==> src/hdl/fub_flash_map.vh <==
// Constants for the nonvolatile unlock and byte program controller.
// Assumes an 8-bit register port and a 16-bit byte address space.
`ifndef FUB_FLASH_MAP_VH
`define FUB_FLASH_MAP_VH

// Register indexes on the register port.
`define FUB_REG_CTRL1     4'h0
`define FUB_REG_CTRL2     4'h1
`define FUB_REG_CTRL2_N   4'h2
`define FUB_REG_PKEY      4'h3
`define FUB_REG_DKEY      4'h4
`define FUB_REG_STATUS    4'h5
`define FUB_REG_ROLOCK    4'h6
`define FUB_REG_BOOTSZ    4'h7

// Field positions.
`define FUB_C1_FIX        0
`define FUB_C1_IRQ_EN     1
`define FUB_C2_OPT        7
`define FUB_ST_WPERR      0
`define FUB_ST_PUL        1
`define FUB_ST_EOP        2
`define FUB_ST_DUL        3
`define FUB_ST_BUSY       4

// Reset values.
`define FUB_CTRL2_RST     8'h00
`define FUB_CTRL2_N_RST   8'hFF
`define FUB_OPT_RST       8'h00

// Keys and special values.
`define FUB_KEY_A         8'h56
`define FUB_KEY_B         8'hAE
`define FUB_LOCK_ON       8'hAA

// Address map.
`define FUB_MAIN_BASE     16'h8000
`define FUB_DATA_BASE     16'h4000
`define FUB_DATA_END      16'h427F
`define FUB_OPT_BASE      16'h4800
`define FUB_OPT_END       16'h487F
`define FUB_PAGE_SHIFT    6
`define FUB_OPT_IDX_LOCK  16'h4800
`define FUB_OPT_IDX_BOOT  16'h4801

// Timing.
`define FUB_CLK_NS        40
`define FUB_T_ERASE_NS    3000000
`define FUB_T_WRITE_NS    3000000

`endif

==> src/hdl/fub_flash_ctrl.v <==
// Unlock, protection and byte program control for program memory,
// data memory and configuration bytes.
// Assumes a synchronous CPU bus, a debug access path and an array
// that reports whether the addressed word is blank.
//
// What this block does
// - Option writes need enable set, complement clear.
// - Lock byte 0xAA refuses debug memory access.
// - Removing lock in-circuit key_unlock_system-erases everything.
// - Reset leaves program and data areas protected.
// - Boot code pages always stay write protected.
// - First program key compared with 0x56.
// - Bad first program key locks until reset.
// - Second program key compared with 0xAE.
// - Both program keys good sets program unlocked.
// - Clearing program unlocked restores protection.
// - First data key 0xAE; mismatch allows retry.
// - Second data key 0x56; mismatch locks.
// - Both data keys unlock; clearing relocks.
// - Option write needs data keys plus enables.
// - Data reads blocked while program memory writes.
// - Unlocked write starts byte program; stall for main writes, or any write without RWW_PRESENT.
// - Completion sets operation complete flag.
// - Protected write skipped, sets error flag.
// - Interrupt when enabled and either flag set.
// - Non-blank word erased first, blank skipped.
// - Fixed-time bit always erases before writing.
//
// Chosen here: the plain strobed port and the address map.
`timescale 1ns/1ns
`include "fub_flash_map.vh"

module fub_flash_ctrl #(
	parameter RWW_PRESENT = 1,
	parameter ERASE_CYC   = `FUB_T_ERASE_NS / `FUB_CLK_NS,
	parameter WRITE_CYC   = `FUB_T_WRITE_NS / `FUB_CLK_NS
) (
	// Clock and reset.
	input  wire        clk,
	input  wire        sys_rst,
	// Register port.
	input  wire [3:0]  reg_addr,
	input  wire [7:0]  reg_wdata,
	input  wire        reg_wr,
	input  wire        reg_rd,
	output reg  [7:0]  reg_rdata,
	// CPU memory bus.
	input  wire [15:0] mem_addr,
	input  wire [7:0]  mem_wdata,
	input  wire        mem_wr,
	// Debug access path.
	input  wire        in_circuit_programming,
	input  wire [15:0] dbg_addr,
	input  wire [7:0]  dbg_wdata,
	input  wire        dbg_wr,
	input  wire        dbg_rd,
	output reg         dbg_refused,
	// Array side.
	input  wire        arr_word_blank,
	output reg  [15:0] arr_addr,
	output reg  [7:0]  arr_wdata,
	output reg         arr_erase_en,
	output reg         arr_prog_en,
	output reg         arr_key_unlock_system_erase,
	// Core side.
	output reg         cpu_stall,
	output reg         data_read_block,
	output reg         memory_irq
);

	localparam K_FIRST  = 2'd0;
	localparam K_SECOND = 2'd1;
	localparam K_OPEN   = 2'd2;
	localparam K_LOCK   = 2'd3;

	localparam S_IDLE  = 2'd0;
	localparam S_ERASE = 2'd1;
	localparam S_WRITE = 2'd2;
	localparam S_KEY_UNLOCK_SYSTEM  = 2'd3;

	localparam [1:0] RG_NONE = 2'd0;
	localparam [1:0] RG_MAIN = 2'd1;
	localparam [1:0] RG_DATA = 2'd2;
	localparam [1:0] RG_OPT  = 2'd3;

	// Classifies an address into the memory region it belongs to.
	function [1:0] fub_region;
		input [15:0] a;
		begin
			if (a >= `FUB_MAIN_BASE) begin
				fub_region = RG_MAIN;
			end else if (a >= `FUB_DATA_BASE && a <= `FUB_DATA_END) begin
				fub_region = RG_DATA;
			end else if (a >= `FUB_OPT_BASE && a <= `FUB_OPT_END) begin
				fub_region = RG_OPT;
			end else begin
				fub_region = RG_NONE;
			end
		end
	endfunction

	// Control and status state.
	reg        fix_time;
	reg        irq_en;
	reg [7:0]  ctrl2;
	reg [7:0]  ctrl2_n;
	reg [1:0]  pkey_state;
	reg [1:0]  dkey_state;
	reg        program_area_unlocked;
	reg        data_area_unlocked;
	reg        operation_complete_flag;
	reg        protected_page_write_error;
	reg [7:0]  readout_lock_byte;
	reg [7:0]  boot_code_area;
	reg [1:0]  op_state;
	reg [1:0]  op_region;
	reg [19:0] op_timer;

	// Request merging and protection checks.
	wire        rd_locked   = (readout_lock_byte == `FUB_LOCK_ON);
	wire [1:0]  dbg_region  = fub_region(dbg_addr);
	wire        dbg_mem_hit = (dbg_region == RG_MAIN) || (dbg_region == RG_DATA);
	wire        dbg_block   = rd_locked && dbg_mem_hit;
	wire        dbg_is_lift = in_circuit_programming && rd_locked
		&& (dbg_addr == `FUB_OPT_IDX_LOCK) && (dbg_wdata != `FUB_LOCK_ON);
	wire        idle        = (op_state == S_IDLE);
	wire        cpu_go      = mem_wr && idle;
	wire        dbg_go      = dbg_wr && idle && !mem_wr && !dbg_block;
	wire        req         = cpu_go || dbg_go;
	wire [15:0] req_addr    = cpu_go ? mem_addr : dbg_addr;
	wire [7:0]  req_data    = cpu_go ? mem_wdata : dbg_wdata;
	wire [1:0]  req_region  = fub_region(req_addr);
	wire [16:0] boot_end    = {1'b0, `FUB_MAIN_BASE}
		+ ({9'h000, boot_code_area} << `FUB_PAGE_SHIFT);
	wire        in_boot     = ({1'b0, req_addr} < boot_end);
	wire        opt_enabled = ctrl2[`FUB_C2_OPT] && !ctrl2_n[`FUB_C2_OPT];
	reg         allowed;

	// Decides whether the addressed area is open for writing.
	always @* begin
		allowed = 1'b0;
		if (req_region == RG_MAIN) begin
			allowed = program_area_unlocked && !in_boot;
		end else if (req_region == RG_DATA) begin
			allowed = data_area_unlocked;
		end else if (req_region == RG_OPT) begin
			allowed = data_area_unlocked && opt_enabled;
		end
	end

	wire start_ok  = req && allowed && !dbg_is_lift;
	wire start_bad = req && !allowed && (req_region != RG_NONE);
	wire start_lift = dbg_wr && idle && !mem_wr && dbg_is_lift;
	wire op_done   = (op_state == S_WRITE) && (op_timer == 20'h00000);
	wire key_unlock_system_done = (op_state == S_KEY_UNLOCK_SYSTEM) && (op_timer == 20'h00000);

	// Register port write decode.
	wire wr_c1  = reg_wr && (reg_addr == `FUB_REG_CTRL1);
	wire wr_c2  = reg_wr && (reg_addr == `FUB_REG_CTRL2);
	wire wr_c2n = reg_wr && (reg_addr == `FUB_REG_CTRL2_N);
	wire wr_pk  = reg_wr && (reg_addr == `FUB_REG_PKEY);
	wire wr_dk  = reg_wr && (reg_addr == `FUB_REG_DKEY);
	wire wr_st  = reg_wr && (reg_addr == `FUB_REG_STATUS);
	wire rd_st  = reg_rd && (reg_addr == `FUB_REG_STATUS);

	// Control registers.
	always @(posedge clk) begin
		if (sys_rst) begin
			fix_time <= 1'b0;
			irq_en   <= 1'b0;
			ctrl2    <= `FUB_CTRL2_RST;
			ctrl2_n  <= `FUB_CTRL2_N_RST;
		end else begin
			if (wr_c1) begin
				fix_time <= reg_wdata[`FUB_C1_FIX];
				irq_en   <= reg_wdata[`FUB_C1_IRQ_EN];
			end
			if (wr_c2) begin
				ctrl2 <= reg_wdata;
			end
			if (wr_c2n) begin
				ctrl2_n <= reg_wdata;
			end
		end
	end

	// Program key sequencer; values are compared, never stored.
	always @(posedge clk) begin
		if (sys_rst) begin
			pkey_state            <= K_FIRST;
			program_area_unlocked <= 1'b0;
		end else begin
			if (wr_pk) begin
				case (pkey_state)
				K_FIRST: begin
					if (reg_wdata == `FUB_KEY_A) begin
						pkey_state <= K_SECOND;
					end else begin
						pkey_state <= K_LOCK;
					end
				end
				K_SECOND: begin
					if (reg_wdata == `FUB_KEY_B) begin
						pkey_state <= K_OPEN;
					end else begin
						pkey_state <= K_LOCK;
					end
				end
				default: begin
					pkey_state <= pkey_state;
				end
				endcase
			end
			if (wr_pk && pkey_state == K_SECOND && reg_wdata == `FUB_KEY_B) begin
				program_area_unlocked <= 1'b1;
			end else if (wr_st && !reg_wdata[`FUB_ST_PUL]) begin
				program_area_unlocked <= 1'b0;
			end
		end
	end

	// Data key sequencer; a bad first key leaves room for a retry.
	always @(posedge clk) begin
		if (sys_rst) begin
			dkey_state         <= K_FIRST;
			data_area_unlocked <= 1'b0;
		end else begin
			if (wr_dk) begin
				case (dkey_state)
				K_FIRST: begin
					if (reg_wdata == `FUB_KEY_B) begin
						dkey_state <= K_SECOND;
					end else begin
						dkey_state <= K_FIRST;
					end
				end
				K_SECOND: begin
					if (reg_wdata == `FUB_KEY_A) begin
						dkey_state <= K_OPEN;
					end else begin
						dkey_state <= K_LOCK;
					end
				end
				default: begin
					dkey_state <= dkey_state;
				end
				endcase
			end
			if (wr_dk && dkey_state == K_SECOND && reg_wdata == `FUB_KEY_A) begin
				data_area_unlocked <= 1'b1;
			end else if (wr_st && !reg_wdata[`FUB_ST_DUL]) begin
				data_area_unlocked <= 1'b0;
			end
		end
	end

	// Event flags clear on a status read; a new event in that cycle wins.
	always @(posedge clk) begin
		if (sys_rst) begin
			operation_complete_flag    <= 1'b0;
			protected_page_write_error <= 1'b0;
		end else begin
			if (op_done) begin
				operation_complete_flag <= 1'b1;
			end else if (rd_st) begin
				operation_complete_flag <= 1'b0;
			end
			if (start_bad) begin
				protected_page_write_error <= 1'b1;
			end else if (rd_st) begin
				protected_page_write_error <= 1'b0;
			end
		end
	end

	// Byte program sequencer with conditional word erase.
	always @(posedge clk) begin
		if (sys_rst) begin
			op_state  <= S_IDLE;
			op_region <= RG_NONE;
			op_timer  <= 20'h00000;
			arr_addr  <= 16'h0000;
			arr_wdata <= 8'h00;
		end else begin
			case (op_state)
			S_IDLE: begin
				if (start_lift) begin
					op_state <= S_KEY_UNLOCK_SYSTEM;
					op_timer <= ERASE_CYC[19:0] - 20'h00001;
				end else if (start_ok) begin
					op_region <= req_region;
					arr_addr  <= req_addr;
					arr_wdata <= req_data;
					if (fix_time || !arr_word_blank) begin
						op_state <= S_ERASE;
						op_timer <= ERASE_CYC[19:0] - 20'h00001;
					end else begin
						op_state <= S_WRITE;
						op_timer <= WRITE_CYC[19:0] - 20'h00001;
					end
				end
			end
			S_ERASE: begin
				if (op_timer == 20'h00000) begin
					op_state <= S_WRITE;
					op_timer <= WRITE_CYC[19:0] - 20'h00001;
				end else begin
					op_timer <= op_timer - 20'h00001;
				end
			end
			S_WRITE: begin
				if (op_timer == 20'h00000) begin
					op_state  <= S_IDLE;
					op_region <= RG_NONE;
				end else begin
					op_timer <= op_timer - 20'h00001;
				end
			end
			default: begin
				if (op_timer == 20'h00000) begin
					op_state <= S_IDLE;
				end else begin
					op_timer <= op_timer - 20'h00001;
				end
			end
			endcase
		end
	end

	// Configuration bytes, rewritten when a program to them completes.
	always @(posedge clk) begin
		if (sys_rst) begin
			readout_lock_byte <= `FUB_OPT_RST;
			boot_code_area    <= `FUB_OPT_RST;
		end else if (start_lift) begin
			readout_lock_byte <= `FUB_OPT_RST;
			boot_code_area    <= `FUB_OPT_RST;
		end else if (op_done && op_region == RG_OPT) begin
			if (arr_addr == `FUB_OPT_IDX_LOCK) begin
				readout_lock_byte <= arr_wdata;
			end else if (arr_addr == `FUB_OPT_IDX_BOOT) begin
				boot_code_area <= arr_wdata;
			end
		end
	end

	// Array strobes and core-facing indications, all registered.
	always @(posedge clk) begin
		if (sys_rst) begin
			arr_erase_en    <= 1'b0;
			arr_prog_en     <= 1'b0;
			arr_key_unlock_system_erase  <= 1'b0;
			cpu_stall       <= 1'b0;
			data_read_block <= 1'b0;
			dbg_refused     <= 1'b0;
			memory_irq      <= 1'b0;
		end else begin
			arr_erase_en   <= (op_state == S_ERASE) && (op_timer != 20'h00000);
			arr_prog_en    <= (op_state == S_WRITE) && (op_timer != 20'h00000);
			arr_key_unlock_system_erase <= start_lift || ((op_state == S_KEY_UNLOCK_SYSTEM) && !key_unlock_system_done);
			// Main writes always stall; data writes only without concurrent access.
			cpu_stall <= (op_state != S_IDLE) && !op_done && !key_unlock_system_done
				&& ((op_region == RG_MAIN) || (RWW_PRESENT == 0));
			data_read_block <= (op_state != S_IDLE) && !op_done
				&& (op_region == RG_MAIN);
			dbg_refused <= (dbg_rd || dbg_wr) && dbg_block;
			memory_irq  <= irq_en
				&& (operation_complete_flag || protected_page_write_error);
		end
	end

	// Register read data, one cycle after the strobe.
	always @(posedge clk) begin
		if (sys_rst) begin
			reg_rdata <= 8'h00;
		end else if (reg_rd) begin
			if (reg_addr == `FUB_REG_CTRL1) begin
				reg_rdata <= {6'h00, irq_en, fix_time};
			end else if (reg_addr == `FUB_REG_CTRL2) begin
				reg_rdata <= ctrl2;
			end else if (reg_addr == `FUB_REG_CTRL2_N) begin
				reg_rdata <= ctrl2_n;
			end else if (reg_addr == `FUB_REG_STATUS) begin
				reg_rdata <= {3'h0, (op_state != S_IDLE), data_area_unlocked,
					operation_complete_flag, program_area_unlocked,
					protected_page_write_error};
			end else if (reg_addr == `FUB_REG_ROLOCK) begin
				reg_rdata <= readout_lock_byte;
			end else if (reg_addr == `FUB_REG_BOOTSZ) begin
				reg_rdata <= boot_code_area;
			end else begin
				reg_rdata <= 8'h00;
			end
		end else begin
			reg_rdata <= 8'h00;
		end
	end

endmodule

==> config.mk <==
export PLATFORM = sky130hd
export DESIGN_NAME = fub_flash_ctrl
export DESIGN_NICKNAME = d
export VERILOG_FILES = /design/src/hdl/fub_flash_ctrl.v
export VERILOG_INCLUDE_DIRS = /design/src /design/src/hdl
export SDC_FILE = /design/constraint.sdc
export NUM_CORES = 1
export LEC_CHECK = 0
export ABC_AREA = 0
export BUFFER_PORTS_ARGS = -buffer_cell sky130_fd_sc_hd__buf_2
export CAP_MARGIN = 0
export CELL_PAD_IN_SITES_DETAIL_PLACEMENT = 0
export CELL_PAD_IN_SITES_GLOBAL_PLACEMENT = 1
export CORE_MARGIN = 4
export CORE_UTILIZATION = 30
export DETAILED_ROUTE_END_ITERATION = 10
export PLACE_DENSITY_LB_ADDON = 0.15
export SLEW_MARGIN = 0
export SYNTH_ARGS = -nofsm -noshare
export SYNTH_HDL_FRONTEND = slang
export SYNTH_SLANG_ARGS = --single-unit
==> constraint.sdc <==
create_clock -name clk -period 7.3 [get_ports clk]
set_input_delay 0.73 -clock clk [delete_from_list [all_inputs] [get_ports clk]]
set_output_delay 0.73 -clock clk [all_outputs]
set_load 0.02 [all_outputs]
* After elaboration in Yosys (flattened, before gate mapping) *
Index checks and enable logic that the tools add are counted.

word-level totals
  word-level logic and storage cells = 207
  register bits = 105
  output and inout port bits = 39
  input bits = 69

cells by class
  bitwise operators = 3
  equal/unequal tests = 32
  $lt $le $gt $ge = 11
  reduce and logical (&&, ||, !) cells = 89
  muxes and demuxes = 44
  add/sub/neg operators = 2

operators by type and width
  cell                                                                                number
  20-bit two-way mux                                                                  4
  16-bit by 15-bit >= comparator with 1-bit output, second input constant             4
  16-bit by 15-bit less-or-equal comparator with 1-bit output, second input constant  4
  16-bit by 15-bit == test with 1-bit output, second input constant                   3
  8-bit two-way mux                                                                   6
  1-bit logical AND                                                                   45
  20-bit case mux with 2 select lines                                                 1
  16-bit >= comparator, second input constant                                         2
  2-bit two-way mux                                                                   15
  20-bit logical NOT                                                                  1
  2-bit nonzero test                                                                  10
  20-bit nonzero test                                                                 1
  20-bit by 1-bit subtractor with 20-bit output, second input constant                1
  16-bit by 14-bit adder with 17-bit output, first input constant                     1
  16-bit by 17-bit < comparator with 1-bit output                                     1
  4-bit by 3-bit == test with 1-bit output, second input constant                     4
  8-bit == test, second input constant                                                2
  16-bit two-way mux                                                                  1
  2-bit case mux with 2 select lines                                                  4
  1-bit two-way mux                                                                   13
  2-bit by 1-bit == test with 1-bit output, second input constant                     6
  2-bit == test, second input constant                                                6
  1-bit logical NOT                                                                   11
  3-bit AND reduction                                                                 3
  16 further kinds                                                                    32

* Longest topological paths before layout *
Gate-level depths: netlist of the first run.

  depth in word-level cells = 17
  depth in mapped cells = 17
  gate-level depth less buffers = 12

* Worst setup path after synthesis of the first run *
Ideal clock, no wire load.

  path kind = input to register
  from = input mem_wr
  to = register op_timer[8]
  path slack = 3.571 ns
  stages = 15
  data arrival time = 3.634 ns
  path buffers = 3
  setup time = 0.096 ns
  cell sequence = or3b_1 > buf_2 > clkbuf_1 > nand2_1 > nand2_1 > ha_1 > a211oi_1 > and2_1 > a2111oi_1 > a221oi_2 > nor2_1 > o41a_1 > buf_2 > or3_1 > o41ai_2

on the way
  longest elaborated chain between the ends = 15
  elaborated cells on any way between the ends = 32

ends and longest elaborated chain
  element                                                                                                                                           RTL line              RTL
  start: declaration                                                                                                                                fub_flash_ctrl.v:50   input wire mem_wr,
  1-bit logical AND                                                                                                                                 fub_flash_ctrl.v:127  wire cpu_go = mem_wr && idle;
  16-bit two-way mux                                                                                                                                fub_flash_ctrl.v:130  wire [15:0] req_addr = cpu_go ? mem_addr : dbg_addr;
  16-bit by 15-bit >= comparator with 1-bit output (no line) / 16-bit by 15-bit less-or-equal comparator with 1-bit output (equally long branches)  --
  1-bit logical AND (no line)                                                                                                                       --
  2-bit two-way mux                                                                                                                                 fub_flash_ctrl.v:94   end else if (a >= `FUB_OPT_BASE && a <= `FUB_OPT_END) begin
  2-bit two-way mux                                                                                                                                 fub_flash_ctrl.v:92   end else if (a >= `FUB_DATA_BASE && a <= `FUB_DATA_END) begin
  2-bit two-way mux                                                                                                                                 fub_flash_ctrl.v:90   if (a >= `FUB_MAIN_BASE) begin
  2-bit == test                                                                                                                                     fub_flash_ctrl.v:146  end else if (req_region == RG_OPT) begin
  1-bit two-way mux                                                                                                                                 fub_flash_ctrl.v:146
  1-bit two-way mux                                                                                                                                 fub_flash_ctrl.v:144  end else if (req_region == RG_DATA) begin
  1-bit two-way mux                                                                                                                                 fub_flash_ctrl.v:142  if (req_region == RG_MAIN) begin
  1-bit logical AND (2 in series)                                                                                                                   fub_flash_ctrl.v:151  wire start_ok = req && allowed && !dbg_is_lift;
  3-bit by 1-bit inequality test with 1-bit output (no line)                                                                                        --
  2-bit AND reduction (no line)                                                                                                                     --
  end signal: assignment                                                                                                                            fub_flash_ctrl.v:289  op_timer <= ERASE_CYC[19:0] - 20'h00001;
  end signal: assignment                                                                                                                            fub_flash_ctrl.v:296  op_timer <= ERASE_CYC[19:0] - 20'h00001;
  end signal: assignment                                                                                                                            fub_flash_ctrl.v:299  op_timer <= WRITE_CYC[19:0] - 20'h00001;
  end: declaration                                                                                                                                  fub_flash_ctrl.v:117  reg [19:0] op_timer;

Parallel ways exist; a longest one is shown, timed or not.
A chain may end at the register's enable or synchronous reset.

* Worst setup path in the final report of the first run *
  from = register op_state[0]
  to = register op_timer[8]

on the way
  longest elaborated chain between the ends = 16
  elaborated cells on any way between the ends = 35

ends and longest elaborated chain
  element                                                                                                                                           RTL line                                    RTL
  start: declaration                                                                                                                                fub_flash_ctrl.v:115                        reg [1:0] op_state;
  start signal: assignment                                                                                                                          fub_flash_ctrl.v:279                        op_state <= S_IDLE;
  start signal: assignment                                                                                                                          fub_flash_ctrl.v:288                        op_state <= S_KEY_UNLOCK_SYSTEM;
  start signal: assignment                                                                                                                          fub_flash_ctrl.v:295                        op_state <= S_ERASE;
  2-bit logical NOT                                                                                                                                 fub_flash_ctrl.v:126, fub_flash_ctrl.v:285
  1-bit logical AND                                                                                                                                 fub_flash_ctrl.v:127
  16-bit two-way mux                                                                                                                                fub_flash_ctrl.v:130
  16-bit by 15-bit >= comparator with 1-bit output (no line) / 16-bit by 15-bit less-or-equal comparator with 1-bit output (equally long branches)  --
  1-bit logical AND (no line)                                                                                                                       --
  2-bit two-way mux                                                                                                                                 fub_flash_ctrl.v:94
  2-bit two-way mux                                                                                                                                 fub_flash_ctrl.v:92
  2-bit two-way mux                                                                                                                                 fub_flash_ctrl.v:90
  2-bit == test                                                                                                                                     fub_flash_ctrl.v:146
  1-bit two-way mux                                                                                                                                 fub_flash_ctrl.v:146
  1-bit two-way mux                                                                                                                                 fub_flash_ctrl.v:144
  1-bit two-way mux                                                                                                                                 fub_flash_ctrl.v:142
  1-bit logical AND (2 in series)                                                                                                                   fub_flash_ctrl.v:151
  3-bit by 1-bit inequality test with 1-bit output (no line)                                                                                        --
  2-bit AND reduction (no line)                                                                                                                     --

Parallel ways exist; a longest one is shown, timed or not.

==> results.tsv, run 1 <==
stage	metric	value	unit
status	status	complete, no violations	
sta	Slew Viols, Final	0	
clock_network	CTS buffer count	9	
sta	Final min period	4.219	ns
logic_synthesis	number of synthesized register bits	105	
setup_path	most frequent CP cell	nand2_1	
global_route	number of global-route vias before repair	4898	
logic_synthesis	Avg Inst Size Synth	8.148	sq um
clock_network	clock transition at the registers of the reported paths	0.07	ns
floorplanning	row cnt	47	
setup_path	WP data arrival	4.49	ns
logic_synthesis	syn_nets	703	
power	pwr dens	249.8	nW/um^2
setup_path	CP Class	reg2reg	
global_route	largest net degree at the start of global routing	56	
setup_path	Worst path slowest cell	or3b_1	
power	Max IR drop VDD	0.1137	mV
setup_path	cell breakdown of the critical path	or3b_1 -> nand2_1 -> nand2_1 -> ha_1 -> a211oi_1 -> and2_1 -> a2111oi_1 -> a221oi_2 -> nor2_1 -> o41a_1 -> or3_1 -> o41ai_2	
global_route	gr ovfl total	0	
global_route	GR peak layer	met2	
setup_path	crit end category	register	
layout	Final Cell Area	6126	sq um
global_route	met1 usage in global routing	0.2254	
drt	vias per inst	5.278	
setup_path	CP top delay family	simple AND/OR/NAND/NOR gates	
layout	most common cell after layout, fill and taps aside	buf_2	
place	DP Area	5832	sq um
sta	unrepaired setup endpoints after global routing	no	
floorplanning	Starting Density	0.3070	
logic_synthesis	EDFF count, synth	0	
drt	via count	4977	
sta	fin crit share	0.5779	
power	total power	1.530	mW
setup_path	launch point of the worst path	op_state[0]$_SDFFE_PP0P_	
clock_network	# H-tree levels	3	
layout	most frequent cells in the layout	buf_2, nand2_1, dfxtp_1	
setup_path	CP startpoint kind	register	
global_route	GR Util met2	0.2829	
floorplanning	die area	19180	sq um
clock_network	clock sinks	105	
drt	DRT iter0 DRCs	312	
floorplanning	Top Ports	108	
layout	# diodes	0	
logic_synthesis	Cell variety after synth	61	
setup_path	CP Buf/Inv Count	0	
sta	setup TNS	0	ns
drt	wire length per cell	17.62	um
layout	share of layout cells above drive strength 1	0.1909	
flow_run	max-cap viol count	0	
place	gp weighted congestion	0.8627	
setup_path	r2r startpoint	op_state[0]$_SDFFE_PP0P_	
logic_synthesis	main flop type after synthesis	dfxtp_1	
sta	Achievable Freq	237.0	MHz
drt	DRC	0	
clock_network	hold buffer count at cts	0	
place	DP Wirelength	12.78	mm
clock_network	Worst-Skew Late Latency	0.36	ns
sta	Hold Vio Cnt, Final	0	
clock_network	CTS tree	done	
floorplanning	die height	138.5	um
floorplanning	CORE AREA	16640	sq um
drt	drt pass-1 iters	5	
sta	Setup Skew	0.01057	ns
global_route	met3 Usage GRT	0.04385	
setup_path	CP max FO	26	
clock_network	clock buffer depth	2	
layout	Layout Cells excl Fill	943	
power	Leak Pwr	2.483	nW
global_route	Total Routing Usage GR	0.1728	
place	buffers added on ports	107	
sta	final setup fails	0	
global_route	first-pass GRT wire length	26.72	mm
logic_synthesis	Cell Area, Synth	5109	sq um
worst_hold_path	critical hold path startpoint	op_timer[9]$_SDFFE_PP0P_	
setup_path	Req. time, crit path	7.57	ns
drt	post-route ant nets	0	
place	dpl cells	927	
drt	WL final	16.62	mm
setup_path	Crit path largest cell delay	0.84	ns
global_route	initial antenna violation count	3	
logic_synthesis	post-synthesis cell count	627	
clock_network	Clock Root Buffer	clkbuf_16	
layout	Total Nets Final	794	
logic_synthesis	asr flop ratio synth	0	
sta	Worst Max-Slew Pin Slew	1.033	ns
logic_synthesis	Synth warnings	0	
layout	fillers	1739	
logic_synthesis	sequential fraction of the synthesis area	0.4115	
clock_network	post-cts sizing count	0	
layout	Area growth syn-to-layout	19.91	%
sta	Slew HR	0.3063	
floorplanning	Die Wd	138.5	um
clock_network	Post-CTS Setup Bufs	0	
worst_hold_path	hold crit path type	reg2reg	
==> synthesized netlist by cell type (3+ instances only) <==
library cell / count / share of area
nor2_1: 74 / 0.054
nor4b_1: 4 / 0.0069
nand2b_1: 7 / 0.0086
o211ai_1: 5 / 0.0073
nor2b_1: 6 / 0.0073
a311oi_1: 16 / 0.027
nor3b_1: 5 / 0.0073
dfxtp_1: 105 / 0.41
a222oi_1: 8 / 0.016
and3_1: 3 / 0.0037
o31ai_1: 4 / 0.0059
inv_1: 14 / 0.010
or3_1: 14 / 0.017
nor4_1: 12 / 0.015
or4_1: 9 / 0.013
nand3_1: 31 / 0.030
and2_1: 3 / 0.0037
o211a_1: 4 / 0.0078
a21oi_1: 42 / 0.041
buf_2: 8 / 0.0078
ha_1: 7 / 0.017
o21ai_0: 16 / 0.016
a22oi_1: 5 / 0.0073
o21a_1: 5 / 0.0073
nand3b_1: 5 / 0.0073
nor4bb_1: 3 / 0.0059
clkbuf_1: 23 / 0.017
mux2i_1: 27 / 0.053
nor3_1: 11 / 0.011
nand2_1: 105 / 0.077
a31oi_1: 7 / 0.0086
==> tightest hold or removal path: stages, from the launching register on <==
cell and delay [ns]:
dfxtp_1 0.31, o41ai_1 0.06, a21oi_1 0.06
==> per-stage QoR <==
| stage | setup WS [ns] | utilization | hold WS [ns] |
|---|---|---|---|
| 2_1_floorplan | 3.571 | - | 0.4280 |
| 3_3_place_gp | 2.865 | 0.3504 | 0.4530 |
| 3_5_place_dp | 2.802 | 0.3504 | 0.4603 |
| 4_1_cts | 3.107 | 0.3681 | 0.4734 |
| 5_1_grt | 2.621 | 0.3681 | 0.4938 |
| 6_report | 3.081 | 0.3681 | 0.4754 |
==> final timing paths <==
kind                         endpoint  slack (ns)  cells after the start
min reg2reg  op_timer[9]$_SDFFE_PP0P_        0.48                      2
max reg2reg  op_timer[8]$_SDFFE_PP0P_        3.08                     12
max          op_timer[8]$_SDFFE_PP0P_        3.08                     12
min          op_timer[9]$_SDFFE_PP0P_        0.48                      2
==> sequential cells by signal, indices dropped and copies added, names as in the netlist, 2 cells and up <==
signal,flops
reg_rdata,8
arr_wdata,8
arr_addr,16
op_state,2
pkey_state,2
op_timer,20
op_region,2
ctrl2,8
ctrl2_n,8
readout_lock_byte,8
dkey_state,2
boot_code_area,8
==> power breakdown <==
group / internal [mW] / switching (mW) / total (mW)
logic: 0.145 / 0.265 / 0.410
registers: 0.602 / 0.0303 / 0.632
clock network: 0.241 / 0.247 / 0.488
total: 0.988 / 0.542 / 1.53
==> kinds of logic after synthesis <==
kind of cell,count (synthesis),share of synthesized area
simple gates,302,0.2856
flops,105,0.4115
buf+inv,49,0.03943
xor+xnor,1,0.001715
compound gates,134,0.1874
mux,29,0.05731
fa+ha+maj,7,0.01714
==> area by class of cell <==
class,count,area (sq um),share of cell area
Timing Repair Buffer,114,588.1,0.09600
Multi-Input combinational cell,473,2810,0.4587
Clock inverter,7,68.82,0.01123
Tap cell,220,275.3,0.04493
Inverter,15,56.30,0.009191
Sequential cell,105,2102,0.3431
Clock buffer,9,225.2,0.03676
==> metal layers <==
metal  wire length (um)  up-vias
li1                   -     2468
met1               7555     2340
met2               7731      142
met3               1033       21
met4                259        6
met5                 39        -
(Power assumes the default switching activity.)
==> run 2, diff against run 1 <==
Clock period 7.3 ns to 3.77 ns, I/O delays scaled along.
==> results.tsv, run 2 (synthesized netlist as in run 1, its figures left out) <==
stage	metric	value	unit	change
status	status	complete, no violations		
sta	Final min period	3.402	ns	-0.8166 ns
sta	fin crit share	0.9024		+0.3245
layout	Total Nets Final	807		+1.6%
drt	drt pass-1 iters	5		unchanged
power	pwr dens	489.4	nW/um^2	+96%
floorplanning	Top Ports	108		unchanged
floorplanning	Starting Density	0.3070		unchanged
drt	DRT iter0 DRCs	422		+35%
global_route	gr ovfl total	0		unchanged
setup_path	CP endpoint	readout_lock_byte[0]$_SDFFE_PP0P_		
setup_path	launch point of the worst path	op_timer[10]$_SDFFE_PP0P_		
layout	Final Cell Area	6306	sq um	+2.9%
floorplanning	die height	138.5	um	unchanged
sta	unrepaired setup endpoints after global routing	no		
floorplanning	CORE AREA	16640	sq um	unchanged
drt	post-route ant nets	0		unchanged
power	Leak Pwr	2.576	nW	+3.7%
drt	via count	5058		+1.6%
setup_path	RR Endpoint	readout_lock_byte[0]$_SDFFE_PP0P_		
layout	Final Util	0.3789		+0.01083
drt	WL final	16.76	mm	+0.87%
flow_run	max-cap viol count	0		unchanged
clock_network	Worst-Skew Late Latency	0.37	ns	about the same
floorplanning	die area	19180	sq um	unchanged
clock_network	clock transition at the registers of the reported paths	0.08	ns	about the same
global_route	number of global-route vias before repair	5020		+2.5%
worst_hold_path	hold crit path type	in2reg		
sta	Slew HR	0.3186		+0.01230
place	DP Wirelength	13.04	mm	+2.0%
sta	Achievable Freq	293.9	MHz	+24%
layout	most common cell after layout, fill and taps aside	buf_2		
setup_path	WP data arrival	3.66	ns	-0.83 ns
clock_network	# H-tree levels	3		unchanged
sta	Setup Skew	0.01061	ns	+0.00004330 ns
layout	most frequent cells in the layout	buf_2, nand2_1, dfxtp_1		
setup_path	Worst path slowest cell	nor4_1		
sta	final setup fails	0		unchanged
global_route	Total Routing Usage GR	0.1739		+0.001141
setup_path	Req. time, crit path	4.03	ns	-3.54 ns
drt	wire length per cell	17.52	um	-0.60%
drt	vias per inst	5.285		+0.14%
setup_path	Crit path largest cell delay	0.58	ns	-0.26 ns
floorplanning	Die Wd	138.5	um	unchanged
floorplanning	row cnt	47		unchanged
layout	Largest regs	op_timer x20, arr_addr x16		
drt	DRC	0		unchanged
setup_path	r2r worst-path depth	10		-2
place	buffers added on ports	107		unchanged
layout	max reg flops	20		unchanged
sta	setup TNS	0	ns	unchanged
clock_network	clock sinks	105		unchanged
setup_path	CP Class	reg2reg		
setup_path	r2r startpoint	op_timer[10]$_SDFFE_PP0P_		
layout	fillers	1726		-0.75%
setup_path	cell breakdown of the critical path	nor4_1 -> nand3b_1 -> nor3_1 -> nand3_1 -> nor4_1 -> buf_4 -> nor2b_1 -> buf_4 -> mux2i_1 -> nor2_1		
global_route	largest net degree at the start of global routing	55		-1.8%
clock_network	CTS tree	done		
setup_path	crit end category	register		
clock_network	CTS buffer count	9		unchanged
place	gp weighted congestion	0.8475		-1.8%
setup_path	R2R Setup Slk	0.37	ns	-2.71 ns
clock_network	Clock Root Buffer	clkbuf_16		
power	Max IR drop VDD	0.2242	mV	+97%
layout	share of layout cells above drive strength 1	0.2079		+0.01701
layout	largest register by flop count	op_timer		
global_route	initial antenna violation count	4		+1
setup_path	CP startpoint kind	register		
global_route	first-pass GRT wire length	27.17	mm	+1.7%
sta	Hold Vio Cnt, Final	0		unchanged
clock_network	clock buffer depth	2		unchanged
worst_hold_path	hold path cells	3		+1
sta	Worst Max-Slew Pin Slew	1.014	ns	-0.01831 ns
place	DP Area	5954	sq um	+2.1%
layout	Area growth syn-to-layout	23.44	%	
sta	Slew Viols, Final	0		unchanged
setup_path	CP max FO	8		-69%
-- run 2: cell types whose count changed in the layout (fill, tap and decap cells not counted), moves of 2 or more --
cell | previous run | this run
buf_4 | 7 | 18
buf_12 | 0 | 2
clkinv_8 | 1 | 3
inv_6 | 2 | 0
-- run 2: stage by stage --
stage | setup WS (ns) | power (mW) | hold slack, ns | std cells
2_1_floorplan | 0.3494 | 1.799 | 0.4280 | 627
3_3_place_gp | 0.2683 | 2.054 | 0.4484 | 940
3_5_place_dp | 0.08553 | 2.066 | 0.4563 | 940
4_1_cts | 0.2040 | 3.105 | 0.2599 | 956
5_1_grt | 0.06228 | 3.288 | 0.2731 | 957
6_report | 0.3679 | 3.086 | 0.2682 | 957
-- run 2: layout make-up --
cell class                      count  area [sq um]  area share
Antenna cell                        1         2.502   0.0003968
Inverter                           15         56.30    0.008929
Tap cell                          220         275.3     0.04365
Timing Repair Buffer              127         710.7      0.1127
Clock buffer                        9         225.2     0.03571
Clock inverter                      7         110.1     0.01746
Multi-Input combinational cell    473          2824      0.4478
Sequential cell                   105          2102      0.3333
-- run 2: report_power, final --
| group | leakage, nW | internal [mW] | switching (mW) |
|---|---|---|---|
| Clock | 0.162 | 0.543 | 0.492 |
| Combinational | 1.57 | 0.310 | 0.522 |
| Sequential | 0.848 | 1.16 | 0.0541 |
| Total | 2.58 | 2.02 | 1.07 |
-- run 2: timing repair --
action / CTS / global route
endpoints found under the setup margin: 0 / 3
hold buffers: 0 / 0
buffers inserted: 0 / 0
resized for setup: 0 / 3
-- run 2: worst max-delay path, delay by kind of cell, from the launching register on --
| kind | cells | cell delay [ns] |
|---|---|---|
| buffers and inverters | 2 | 0.40 |
| multiplexers | 1 | 0.21 |
| flip-flops | 1 | 0.35 |
| AND/OR/NAND/NOR | 7 | 2.33 |
-- run 2: how the worst min path moves through the flow --
stage	start	end	slack [ns]
4_1_cts	mem_addr[2]	arr_addr[2]$_SDFFE_PP0P_	0.26
6_report	mem_wdata[0]	arr_wdata[0]$_SDFFE_PP0P_	0.27
3_5_place_dp	op_timer[9]$_SDFFE_PP0P_	op_timer[9]$_SDFFE_PP0P_	0.46
2_1_floorplan	dkey_state[1]$_SDFFE_PP0P_	dkey_state[1]$_SDFFE_PP0P_	0.43
3_3_place_gp	dkey_state[1]$_SDFFE_PP0P_	dkey_state[1]$_SDFFE_PP0P_	0.45
5_1_grt	mem_addr[4]	arr_addr[4]$_SDFFE_PP0P_	0.27
-- run 2: routing by layer --
layer  up-vias  GRT usage  wire, um
li1       2487          -         -
met1      2397     0.2278      7640
met2       143     0.2788      7729
met3        25    0.05180      1060
met4         6    0.04992       296
met5         -          0        37
==> run 3, diff against run 2 <==
Settings changed: CORE_ASPECT_RATIO set to 1.25.
==> results.tsv, run 3 (synthesized netlist as in run 1, its figures left out) <==
stage	metric	value	unit	change
setup_path	crit end category	register		
floorplanning	die area	19190	sq um	about the same
sta	fin crit share	0.9222		+0.01976
worst_hold_path	hold path cells	3		unchanged
clock_network	# H-tree levels	3		unchanged
layout	max reg flops	20		unchanged
global_route	number of global-route vias before repair	5034		+0.28%
sta	final setup margin	0.2935	ns	-0.07448 ns
layout	Final Util	0.3745		-0.004394
drt	post-route ant nets	0		unchanged
global_route	gr ovfl total	0		unchanged
power	Reg power frac	0.400		+0.005
sta	Achievable Freq	287.6	MHz	-2.1%
sta	Hold Vio Cnt, Final	0		unchanged
power	Sw Ratio	0.3557		+0.009435
layout	fillers	1793		+3.9%
layout	Largest regs	op_timer x20, arr_addr x16		
drt	met3 WL	752	um	-29%
layout	Total Nets Final	809		+0.25%
power	fraction of power consumed by combinational cells	0.276		+0.006
setup_path	R2R Setup Slk	0.29	ns	-0.07 ns
worst_hold_path	critical hold path startpoint	mem_wdata[4]		
global_route	largest net degree at the start of global routing	55		unchanged
layout	Multi-input gate area	2815	sq um	-0.31%
floorplanning	Starting Density	0.3045		-0.002472
setup_path	r2r startpoint	op_state[0]$_SDFFE_PP0P_		
sta	Setup Skew	0.01001	ns	-0.0006011 ns
layout	Area growth syn-to-layout	23.00	%	
floorplanning	Die Wd	124.7	um	-9.9%
floorplanning	die height	153.9	um	+11%
setup_path	CP max FO	28		+20
layout	Layout Cells excl Fill	959		+0.21%
floorplanning	row cnt	53		+13%
sta	Final min period	3.477	ns	+0.07448 ns
layout	most frequent cells in the layout	buf_2, nand2_1, dfxtp_1		
layout	Register Area	2102	sq um	unchanged
clock_network	clock sinks	105		unchanged
drt	Met1 Wirelength	7.226	mm	-5.4%
drt	WL final	16.78	mm	about the same
global_route	initial antenna violation count	2		-2
place	DP Area	5957	sq um	about the same
place	pre-CTS setup slack	0.1032	ns	+0.01765 ns
clock_network	Clock Root Buffer	clkbuf_16		
drt	vias per inst	5.238		-0.90%
sta	Slew Viols, Final	0		unchanged
power	Pint	1.964	mW	-2.6%
setup_path	RR Endpoint	op_timer[18]$_SDFFE_PP0P_		
setup_path	r2r worst-path depth	13		+3
flow_run	max-cap viol count	0		unchanged
clock_network	Post-CTS Setup Bufs	0		unchanged
sta	Worst Max-Slew Pin Slew	1.127	ns	+0.1128 ns
global_route	first-pass GRT wire length	26.75	mm	-1.5%
clock_network	clock transition at the registers of the reported paths	0.08	ns	about the same
drt	met2 routed WL	8.503	mm	+10%
sta	unrepaired setup endpoints after global routing	no		
power	Max IR drop VDD	0.2027	mV	-9.6%
power	clock share of power	0.324		-0.011
sta	setup TNS	0	ns	unchanged
worst_hold_path	WHS Endpoint	arr_wdata[4]$_SDFFE_PP0P_		
setup_path	Req. time, crit path	4.07	ns	+0.04 ns
global_route	Total Routing Usage GR	0.1729		-0.0009728
place	dpl cells	942		+0.21%
floorplanning	Top Ports	108		unchanged
drt	DRC	0		unchanged
setup_path	CP Class	reg2reg		
layout	share of layout cells above drive strength 1	0.2087		+0.0007917
clock_network	Worst-Skew Late Latency	0.36	ns	about the same
layout	most common cell after layout, fill and taps aside	buf_2		
place	DP Wirelength	12.97	mm	-0.49%
drt	via count	5023		-0.69%
floorplanning	CORE AREA	16780	sq um	+0.81%
layout	largest register by flop count	op_timer		
status	status	complete, no violations		
clock_network	CTS buffer count	9		unchanged
power	Sw Pwr	1.084	mW	+1.5%
place	gp weighted congestion	0.7709		-9.0%
clock_network	CTS tree	done		
sta	Slew HR	0.2428		-0.07575
setup_path	CP startpoint kind	register		
place	buffers added on ports	107		unchanged
drt	DRT iter0 DRCs	299		-29%
drt	wire length per cell	17.49	um	-0.13%
layout	Final Cell Area	6284	sq um	-0.36%
setup_path	WP data arrival	3.77	ns	+0.11 ns
worst_hold_path	hold crit path type	in2reg		
power	Leak Pwr	2.573	nW	-0.12%
power	pwr dens	485.2	nW/um^2	-0.87%
drt	DR top layer	met5		
sta	final setup fails	0		unchanged
drt	drt pass-1 iters	5		unchanged
clock_network	clock buffer depth	2		unchanged
run 3: changes by cell type in the layout (fill, tap and decap cells not counted), sizes merged:
cell / change
buf: +2
bufinv: -1
inv: +1
run 3: power groups by stage:
stage               clock [mW]  combinational (mW)  sequential (mW)
finish                   0.987               0.841             1.22
global route              1.06               0.943             1.23
CTS                       1.02               0.840             1.22
detailed placement           0               0.834             1.24
global placement             0               0.822             1.24
floorplan                    0               0.567             1.23
run 3: critical path: stages (launching register included):
cell,delay [ns]
dfxtp_1,0.35
or3b_1,0.48
nand2_1,0.10
nand2_1,0.09
ha_1,0.32
o21a_1,0.15
nor2_1,0.06
a2111oi_1,0.42
a221oi_2,0.16
o21bai_1,0.25
a21oi_1,0.15
buf_12,0.18
or4_1,0.51
a21oi_1,0.16
run 3: area by class of cell:
class | count | area share
Tap cell | 220 | 0.04381
Inverter | 15 | 0.008961
Clock buffer | 9 | 0.03584
Sequential cell | 105 | 0.3345
Timing Repair Buffer | 129 | 0.1135
Multi-Input combinational cell | 473 | 0.4480
Antenna cell | 1 | 0.0003982
Clock inverter | 7 | 0.01493
run 3: how the worst max path moves through the flow:
stage	end	slack (ns)	cells after the start	startpoint
2_1_floorplan	op_timer[8]$_SDFFE_PP0P_	0.35	16	op_state[1]$_SDFFE_PP0P_
3_3_place_gp	op_timer[12]$_SDFFE_PP0P_	0.27	13	mem_wr
3_5_place_dp	op_timer[8]$_SDFFE_PP0P_	0.10	13	mem_wr
4_1_cts	op_timer[8]$_SDFFE_PP0P_	0.22	12	op_state[0]$_SDFFE_PP0P_
5_1_grt	op_timer[8]$_SDFFE_PP0P_	0.07	12	op_state[0]$_SDFFE_PP0P_
6_report	op_timer[18]$_SDFFE_PP0P_	0.29	13	op_state[0]$_SDFFE_PP0P_
run 3: what timing repair did:
action                     CTS  global route
setup endpoints to repair    0             1
resized for setup            0             1
hold buffers                 0             0
run 3: per-stage QoR:
step	hold WS (ns)	power, mW
after detailed placement	0.4561	2.079
final	0.2688	3.049
after CTS	0.2563	3.075
after global placement	0.4486	2.064
after floorplan	0.4280	1.799
after global routing	0.2740	3.233
run 3: layer usage:
metal  up-vias  global-route usage
li1       2510                   -
met1      2376              0.2059
met2       113              0.3106
met3        20             0.03475
met4         4             0.05692
met5         -                   0
